`src/rtl/rtc_pkg.sv`:
```
package rtc_pkg;
    localparam int CNT_W = 32;
    localparam int FRAC_W = 15;
    localparam int EXP_W = 4;
    localparam logic [FRAC_W-1:0] SEC_DIV_MAX = 15'h7FFF;
    localparam logic [EXP_W-1:0] EXP_MAX = 4'hF;
    localparam logic [7:0] PERIOD_UNITS = 8'h3C;
    localparam logic [7:0] PERIOD_LAST = 8'h3B;
    localparam logic [15:0] TRIM_INTERVAL_RST = 16'h0000;
    localparam logic [CNT_W-1:0] CNT_RST = 32'h0000_0000;
    localparam logic [FRAC_W-1:0] FRAC_RST = 15'h0000;
    localparam logic [15:0] STROBE_DIV_RST = 16'h0000;
    localparam int XTAL_HZ = 32768;
    localparam int REF_CLK_NS = 100;

    typedef enum logic [1:0] {
        VAR_SECONDS = 2'b00,
        VAR_FINE = 2'b01
    } variant_t;
endpackage : rtc_pkg

```
`src/rtl/tick_if.sv`:
```
`timescale 1ns/1ns
interface tick_if;
    logic tick;
    logic [rtc_pkg::FRAC_W-1:0] frac;
    logic fine;
    logic [rtc_pkg::EXP_W-1:0] exp_sel;
    modport src(output tick, output frac, input fine, input exp_sel);
    modport dst(input tick, input frac, output fine, output exp_sel);
endinterface : tick_if

```
`src/rtl/capture_sync.sv`:
```
`timescale 1ns/1ns
module capture_sync
(
    input wire logic ref_clk,
    input wire logic rstn,
    input wire logic enable,
    input wire logic polarity_rise,
    input wire logic pin_in,
    output logic event_pulse
);
    logic meta_q;
    logic sync_q;
    logic prev_q;
    logic pulse_q;
    logic hit;

    // only sync_q, prev_q and polarity_rise feed the edge decision
    assign hit = polarity_rise ? (sync_q && !prev_q) : (!sync_q && prev_q);
    assign event_pulse = pulse_q;

    always_ff @(posedge ref_clk)
    begin
        if (!rstn)
        begin
            meta_q <= 1'b0;
            sync_q <= 1'b0;
            prev_q <= 1'b0;
            pulse_q <= 1'b0;
        end
        else
        begin
            meta_q <= pin_in;
            sync_q <= meta_q;
            prev_q <= sync_q;
            pulse_q <= enable && hit;
        end
    end
endmodule : capture_sync

```
`src/rtl/prescaler.sv`:
```
`timescale 1ns/1ns
module prescaler
    import rtc_pkg::*;
(
    input wire logic ref_clk,
    input wire logic rstn,
    input wire logic run,
    input wire logic lf_edge,
    tick_if.src tk
);
    logic [FRAC_W-1:0] frac_q;
    logic [FRAC_W-1:0] frac_d;
    logic tick_q;
    logic [FRAC_W-1:0] mask;
    logic wrap;

    // basic variant fixed at full 15-bit divide, fine variant 2^exp
    assign mask = tk.fine ? FRAC_W'((17'h1 << tk.exp_sel) - 17'h1) : SEC_DIV_MAX;
    assign wrap = lf_edge && ((frac_q & mask) == mask);
    assign frac_d = (run && lf_edge) ? frac_q + FRAC_W'(1) : frac_q;
    assign tk.tick = tick_q;
    assign tk.frac = frac_q;

    always_ff @(posedge ref_clk)
    begin
        if (!rstn)
        begin
            frac_q <= FRAC_RST;
            tick_q <= 1'b0;
        end
        else
        begin
            frac_q <= frac_d;
            tick_q <= run && wrap;
        end
    end
endmodule : prescaler

```
`src/rtl/real_time_counter.sv`:
```
`timescale 1ns/1ns
// Behaviour
// - alarm flag and irq when alarm value equals the count
// - trim adds or removes a programmed amount at a fixed interval
// - basic variant divides by 32768, counting whole seconds
// - fine variant divides by 2^exp, exp 0 to 15
// - fine variant clocked from crystal or internal osc per selector
// - fine alarm resolves one 32 kHz cycle
// - basic variant has one absolute alarm that fires once
// - fine variant adds a periodic alarm every 60 units
// - strobe pulses when scheduled target time is reached
// - strobe can run as a divided clock of the selected 32 kHz source
// - strobe keeps working in active, flexible and hibernate modes
// - capture edge latches the current count
// - capture can wake the chip and interrupt the processor
// - snapshot names the exact 32 kHz cycle and stays readable
// - both variants share one 32768 Hz crystal oscillator
module real_time_counter
    import rtc_pkg::*;
(
    // clock and reset
    input wire logic ref_clk,
    input wire logic rstn,
    // low-frequency sources, each a one-cycle pulse per 32 kHz period, and the source select
    input wire logic low_freq_crystal_osc,
    input wire logic low_freq_internal_osc,
    input wire logic low_freq_clock_select,
    // configuration
    input wire logic enable,
    input wire logic fine_resolution_counter,
    input wire logic [EXP_W-1:0] prescale_exp,
    input wire logic load_count,
    input wire logic [CNT_W-1:0] load_value,
    input wire logic alarm_enable,
    input wire logic [CNT_W-1:0] alarm_count,
    input wire logic [FRAC_W-1:0] alarm_frac,
    input wire logic periodic_enable,
    input wire logic trim_enable,
    input wire logic trim_add,
    input wire logic [3:0] trim_amount,
    input wire logic [15:0] trim_interval,
    // strobe
    input wire logic strobe_enable,
    input wire logic strobe_clock_mode,
    input wire logic [CNT_W-1:0] strobe_target,
    input wire logic [15:0] strobe_div,
    // capture
    input wire logic capture_enable,
    input wire logic capture_rise,
    input wire logic capture_pin,
    // flag clears, one-cycle pulses
    input wire logic alarm_clear,
    input wire logic periodic_clear,
    input wire logic capture_clear,
    // status
    output logic [CNT_W-1:0] count,
    output logic [FRAC_W-1:0] count_frac,
    output logic alarm_flag,
    output logic periodic_flag,
    output logic capture_flag,
    output logic [CNT_W-1:0] capture_count,
    output logic [FRAC_W-1:0] capture_frac,
    output logic irq,
    output logic wake,
    output logic sensor_trigger_output
);
    tick_if tk();

    logic [CNT_W-1:0] cnt_q;
    logic [CNT_W-1:0] cnt_d;
    logic alarm_q;
    logic alarm_armed_q;
    logic periodic_q;
    logic [7:0] period_q;
    logic capture_q;
    logic [CNT_W-1:0] cap_cnt_q;
    logic [FRAC_W-1:0] cap_frac_q;
    logic [15:0] trim_cnt_q;
    logic [15:0] sdiv_q;
    logic strobe_q;
    logic irq_q;
    logic wake_q;
    logic [FRAC_W-1:0] frac_out_q;
    logic lf_edge;
    logic run;
    logic fine;
    logic trim_due;
    logic alarm_hit;
    logic period_hit;
    logic cap_evt;
    logic strobe_hit;
    logic sdiv_wrap;
    logic [CNT_W-1:0] trimmed;

    function automatic logic [CNT_W-1:0] adjust(input logic [CNT_W-1:0] v,
                                               input logic add,
                                               input logic [3:0] amt);
        adjust = add ? v + CNT_W'(amt) : v - CNT_W'(amt);
    endfunction : adjust

    assign fine = fine_resolution_counter;
    // basic variant runs only from the crystal
    assign lf_edge = (fine && low_freq_clock_select) ? low_freq_internal_osc
                                                    : low_freq_crystal_osc;
    assign run = enable;
    assign tk.fine = fine;
    assign tk.exp_sel = prescale_exp;

    prescaler u_pre (
        .ref_clk(ref_clk),
        .rstn(rstn),
        .run(run),
        .lf_edge(lf_edge),
        .tk(tk)
    );

    capture_sync u_cap (
        .ref_clk(ref_clk),
        .rstn(rstn),
        .enable(capture_enable && fine && run),
        .polarity_rise(capture_rise),
        .pin_in(capture_pin),
        .event_pulse(cap_evt)
    );

    assign trim_due = trim_enable && tk.tick && (trim_cnt_q == trim_interval);
    assign trimmed = adjust(cnt_q, trim_add, trim_amount);
    assign cnt_d = load_count ? load_value
                 : tk.tick ? (trim_due ? trimmed + CNT_W'(1) : cnt_q + CNT_W'(1))
                 : cnt_q;
    // fine alarm also matches the 32 kHz position inside the unit
    assign alarm_hit = alarm_enable && alarm_armed_q && run && (cnt_q == alarm_count)
                     && (!fine || (tk.frac == alarm_frac));
    assign period_hit = fine && periodic_enable && tk.tick && (period_q == PERIOD_LAST);
    // pulse in the cycle the count becomes the target, not when it leaves it
    assign strobe_hit = fine && strobe_enable && !strobe_clock_mode && run
                      && tk.tick && !load_count && (cnt_d == strobe_target);
    assign sdiv_wrap = lf_edge && (sdiv_q == strobe_div);

    assign count = cnt_q;
    assign count_frac = frac_out_q;
    assign alarm_flag = alarm_q;
    assign periodic_flag = periodic_q;
    assign capture_flag = capture_q;
    assign capture_count = cap_cnt_q;
    assign capture_frac = cap_frac_q;
    assign irq = irq_q;
    assign wake = wake_q;
    assign sensor_trigger_output = strobe_q;

    always_ff @(posedge ref_clk)
    begin
        if (!rstn)
        begin
            cnt_q <= CNT_RST;
            trim_cnt_q <= TRIM_INTERVAL_RST;
            period_q <= 8'h00;
            frac_out_q <= FRAC_RST;
        end
        else
        begin
            cnt_q <= cnt_d;
            frac_out_q <= tk.frac;
            if (tk.tick)
            begin
                // interval restarts on every tick while trim is off, so the first trim is on time
                trim_cnt_q <= (trim_due || !trim_enable) ? TRIM_INTERVAL_RST
                            : trim_cnt_q + 16'h0001;
                period_q <= (period_q == PERIOD_LAST) ? 8'h00 : period_q + 8'h01;
            end
        end
    end

    // alarm fires once until software rearms by clearing
    always_ff @(posedge ref_clk)
    begin
        if (!rstn)
        begin
            alarm_q <= 1'b0;
            alarm_armed_q <= 1'b1;
        end
        else
        begin
            if (alarm_hit)
            begin
                alarm_q <= 1'b1;
                alarm_armed_q <= 1'b0;
            end
            else if (alarm_clear)
            begin
                alarm_q <= 1'b0;
                alarm_armed_q <= 1'b1;
            end
        end
    end

    always_ff @(posedge ref_clk)
    begin
        if (!rstn)
        begin
            periodic_q <= 1'b0;
            capture_q <= 1'b0;
            cap_cnt_q <= CNT_RST;
            cap_frac_q <= FRAC_RST;
        end
        else
        begin
            periodic_q <= period_hit || (periodic_q && !periodic_clear);
            capture_q <= cap_evt || (capture_q && !capture_clear);
            if (cap_evt)
            begin
                cap_cnt_q <= cnt_q;
                cap_frac_q <= tk.frac;
            end
        end
    end

    // strobe has no power-mode gating, so it runs in every mode
    always_ff @(posedge ref_clk)
    begin
        if (!rstn)
        begin
            sdiv_q <= STROBE_DIV_RST;
            strobe_q <= 1'b0;
            irq_q <= 1'b0;
            wake_q <= 1'b0;
        end
        else
        begin
            sdiv_q <= (sdiv_wrap || !strobe_clock_mode) ? STROBE_DIV_RST
                    : lf_edge ? sdiv_q + 16'h0001 : sdiv_q;
            if (!fine || !strobe_enable || !run)
                strobe_q <= 1'b0;
            else if (strobe_clock_mode)
                strobe_q <= sdiv_wrap ? !strobe_q : strobe_q;
            else
                strobe_q <= strobe_hit;
            irq_q <= alarm_hit || period_hit || cap_evt || alarm_q || periodic_q || capture_q;
            wake_q <= cap_evt || capture_q;
        end
    end
endmodule : real_time_counter

```
`config.mk`:
```
export PLATFORM = sky130hd
export DESIGN_NAME = real_time_counter
export DESIGN_NICKNAME = d
export VERILOG_FILES = /design/src/rtl/rtc_pkg.sv /design/src/rtl/tick_if.sv /design/src/rtl/capture_sync.sv /design/src/rtl/prescaler.sv /design/src/rtl/real_time_counter.sv
export SDC_FILE = /design/constraint.sdc
export NUM_CORES = 1
export LEC_CHECK = 0
export BUFFER_PORTS_ARGS = -buffer_cell sky130_fd_sc_hd__buf_2
export CAP_MARGIN = 20
export CORE_ASPECT_RATIO = 1.5
export CORE_MARGIN = 2
export CORE_UTILIZATION = 50
export DETAILED_ROUTE_END_ITERATION = 10
export GPL_TIMING_DRIVEN = 0
export PLACE_DENSITY_LB_ADDON = 0.25
export SLEW_MARGIN = 25
export SYNTH_ARGS = -nofsm -noshare
export SYNTH_HDL_FRONTEND = slang
export SYNTH_SLANG_ARGS = --single-unit
export TNS_END_PERCENT = 50
```
`constraint.sdc`:
```
create_clock -name ref_clk -period 4.9 [get_ports ref_clk]
set_input_delay 0.245 -clock ref_clk [delete_from_list [all_inputs] [get_ports ref_clk]]
set_output_delay 0.245 -clock ref_clk [all_outputs]
set_load 0.05 [all_outputs]
```
==> impl_metrics.toml <==
[logic_synthesis]
synth.area.top_cells = "dfxtp_1, xor2_1, xnor2_1"
synth_top_flop_cell = "dfxtp_1"
yosysTopAreaCellShare = 0.272
netlist_instances = 1503
yosysUniqueCellTypes = 97
syn-num-nets = 1714
async_reset_ff_frac = 0
ys_seq_area_frac = 0.272
synth-edff-count = 0
synth.cell_area_um2 = 11800
yosys_register_bits = 161
yosys_warnings = 0
syn_area_per_cell_um2 = 7.87
synth_area_leader_cell = "dfxtp_1"

[sta]
setup_viol = 1
skew_ns = 0.0104
rsz0062_at_grt = "yes"
timing.final.ws_setup_ns = -0.213
fmax_ghz = 0.196
slew_violations = 0
slew_headroom = 0.222
post-route-period-util = 1.04
hold_viol = 0
worst_slew_pin_slew_ns = 1.17
period_needed_ns = 5.11

[setup_path]
slowest_delay_ns = 0.57
cpLargestDelayFamily = "simple AND/OR/NAND/NOR gates"
path_max_fanout = 6
r2r_cells = 21
cpMaxStageDelayCell = "or4_4"
r2r_slack_ns = -0.21
path_common_cell = "or4_4"
crit_end = "sensor_trigger_output$_SDFFE_PP0P_"
r2r_end = "sensor_trigger_output$_SDFFE_PP0P_"
critical_path_depth = 20
worst_setup_path_start_kind = "input port"
critPathBufInv = 2
crit_start = "trim_amount[0]"
reg2reg_from = "trim_cnt_q[6]$_SDFFE_PN0P_"
path_cells = "buf_2 -> nor3_4 -> ha_1 -> mux2_4 -> ha_4 -> or2_1 -> o21ai_4 -> a21boi_1 -> or4_4 -> mux2i_4 -> and4_1 -> buf_6 -> or4b_4 -> xnor2_4 -> a21oi_2 -> nor3_1 -> or4_4 -> nor4_4 -> nand4b_1 -> o21ai_1"
worstSetupPathType = "in2reg"
required_ns = 5.27
worstSetupEndpointType = "flop"
arrival_ns = 5.48

[clock_tree]
root_buffer = "clkbuf_16"
cts_inserted_buffers = 17
clk_path_buf_depth = 2
hold_buffers = 0
clk_pin_slew_worst_paths_ns = 0.07
htreeDepth = 4
cts_tree = "built"
clkLatencyLatePin_ns = 0.44
cts_sinks = 161

[pwr]
internal_power_uw = 2500
p_per_area_nw_per_um2 = 249
comb_power_share = 0.228
leakagePower_uw = 0.00618
switching_power_uw = 1200
clock_power_share = 0.400
ir_worst_vdd_mv = 0.291
switching_share = 0.325
power_frac_seq = 0.372

[grt]
grt_overflow = 0
grt_first_pass_wirelength_um = 69600
grt_max_degree = 17
grt_pass1_vias = 12377
antenna_found_initial = 7
track_usage = 0.370

[worst_hold_path]
hold_path_class = "in2reg"

[floorplan]
die_h_um = 192
die_area_um2 = 24900
row_count = 69
initial_core_util = 0.504
io_pins = 271
dieWidth_um = 130
core_um2 = 23500

[drt]
post_drt_wl_per_cell_um = 21.7
drc = 0
vias = 13174
wl_um = 46900
avgViaCountPerCell = 6.10
first_pass_iters = 7
ant_nets = 0
drt_iter0_drc = 1106

[placement]
dpl_cell_area_um2 = 13700
dpl.hpwl_um = 35600
gp_congestion = 1.03
placed_cells = 2092
io_buffers = 269

[layout]
final_nets = 2033
fin_util = 0.634
final_cell_count_no_fill = 2159
final_common_cell = "buf_2"
nFillCells = 2179
layout-drive-gt1-share = 0.245
area_growth_pct = 25.9
most-common-layout-cells = "buf_2, nor2_1, dfxtp_1"
final_area_um2 = 14900

[status]
violations = "setup timing"
status = "finished, violations left"

[job]
cap_violations = 0
## power groups by stage
stage | sequential [uW] | combinational [uW] | clock [uW]
global placement | 1410 | 758 | 0
global route | 1380 | 908 | 1540
finish | 1380 | 843 | 1480
floorplan | 1440 | 459 | 0
detailed placement | 1410 | 768 | 0
CTS | 1380 | 780 | 1490
## worst min path at each step
stage,startpoint,end,slack (ns),depth (start not counted)
4_1_cts,capture_enable,u_cap.event_pulse$_SDFF_PN0_,0.02,2
6_report,capture_enable,u_cap.event_pulse$_SDFF_PN0_,0.03,2
3_3_place_gp,u_cap.meta_q$_SDFF_PN0_,u_cap.sync_q$_SDFF_PN0_,0.42,1
3_5_place_dp,u_cap.meta_q$_SDFF_PN0_,u_cap.sync_q$_SDFF_PN0_,0.43,1
2_1_floorplan,capture_pin,u_cap.meta_q$_SDFF_PN0_,0.37,1
5_1_grt,capture_pin,u_cap.meta_q$_SDFF_PN0_,0.02,2
## cell type report
type	instances	area, um^2	share of cell area
antenna	5	12.5	0.000840
clock inverter	13	186	0.0125
clock buffer	19	453	0.0304
multi-input combinational	1244	8570	0.575
timing repair buffer	308	1650	0.111
inverter	19	71.3	0.00479
sequential	161	3250	0.218
tap	319	399	0.0268
buffer	71	315	0.0212
## logic make-up after synthesis
group,synth area share
muxes,0.0652
AOI/OAI and AO/OA,0.175
buffers and inverters,0.0332
adders and majority gates,0.0429
and+or+nand+nor,0.276
xor gates and xnor gates,0.135
DFF,0.272
## metal layers
| metal | GRT usage | vias up | share of wire |
|---|---|---|---|
| met5 | 0 | - | 0.00047 |
| li1 | - | 6080 | - |
| met1 | 0.418 | 6135 | 0.36 |
| met4 | 0.251 | 4 | 0.076 |
| met2 | 0.608 | 737 | 0.47 |
| met3 | 0.0920 | 218 | 0.091 |
## per-stage QoR
stage | worst slack [ns] | TNS (ns) | power (uW) | hold slack [ns]
final | -0.213 | -0.213 | 3700 | 0.0313
after global routing | -0.361 | -0.361 | 3830 | 0.0240
after CTS | -0.677 | -0.677 | 3640 | 0.0179
after detailed placement | -1.81 | -5.30 | 2170 | 0.426
after global placement | -1.88 | -9.30 | 2160 | 0.416
after floorplan | -0.0367 | -0.0367 | 1900 | 0.372
## registers in the layout, indices dropped and copies added, names as in the netlist, 8 cells and up
name	flops
capture_count	32
u_pre.tk.frac	15
trim_cnt_q	16
count	32
count_frac	15
period_q	8
capture_frac	15
sdiv_q	16
## Yosys cell counts, types with 8 or more instances
cell	count
a31oi_1	17
and4_1	12
nand3_1	44
nand2b_1	8
xnor2_1	79
mux2i_1	67
dfxtp_1	161
a21o_1	16
clkbuf_1	69
or3_1	27
xor2_1	99
o21a_1	11
and2_1	46
nand4_1	45
nor2_1	173
a21oi_1	86
nor3_1	37
nor4_1	19
nand2_1	127
o21ai_0	74
and3_1	29
inv_1	19
nor2b_1	13
ha_1	39
a211oi_1	19
## repair_timing
| action | 4_1_cts | 5_1_grt |
|---|---|---|
| gates resized for setup | 19 | 75 |
| pin swaps | 16 | 30 |
| endpoints found under the setup margin | 10 | 8 |
| endpoints found under the hold margin | 0 | 0 |
| setup buffers | 15 | 23 |
## worst reg2reg max path, stage by stage (launching register included)
cell      delay (ns)
dfxtp_4         0.36
xor2_2          0.15
nor4_4          0.26
buf_4           0.17
nand4_4         0.12
or2_4           0.30
buf_12          0.15
o21ai_4         0.16
ha_4            0.16
nand2_4         0.04
or3_4           0.39
o21ai_4         0.16
and4_1          0.21
buf_6           0.13
or4b_4          0.51
xnor2_4         0.18
a21oi_2         0.14
nor3_1          0.07
or4_4           0.45
nor4_4          0.30
nand4b_1        0.42
o21ai_1         0.20
(Power assumes the default switching activity.)
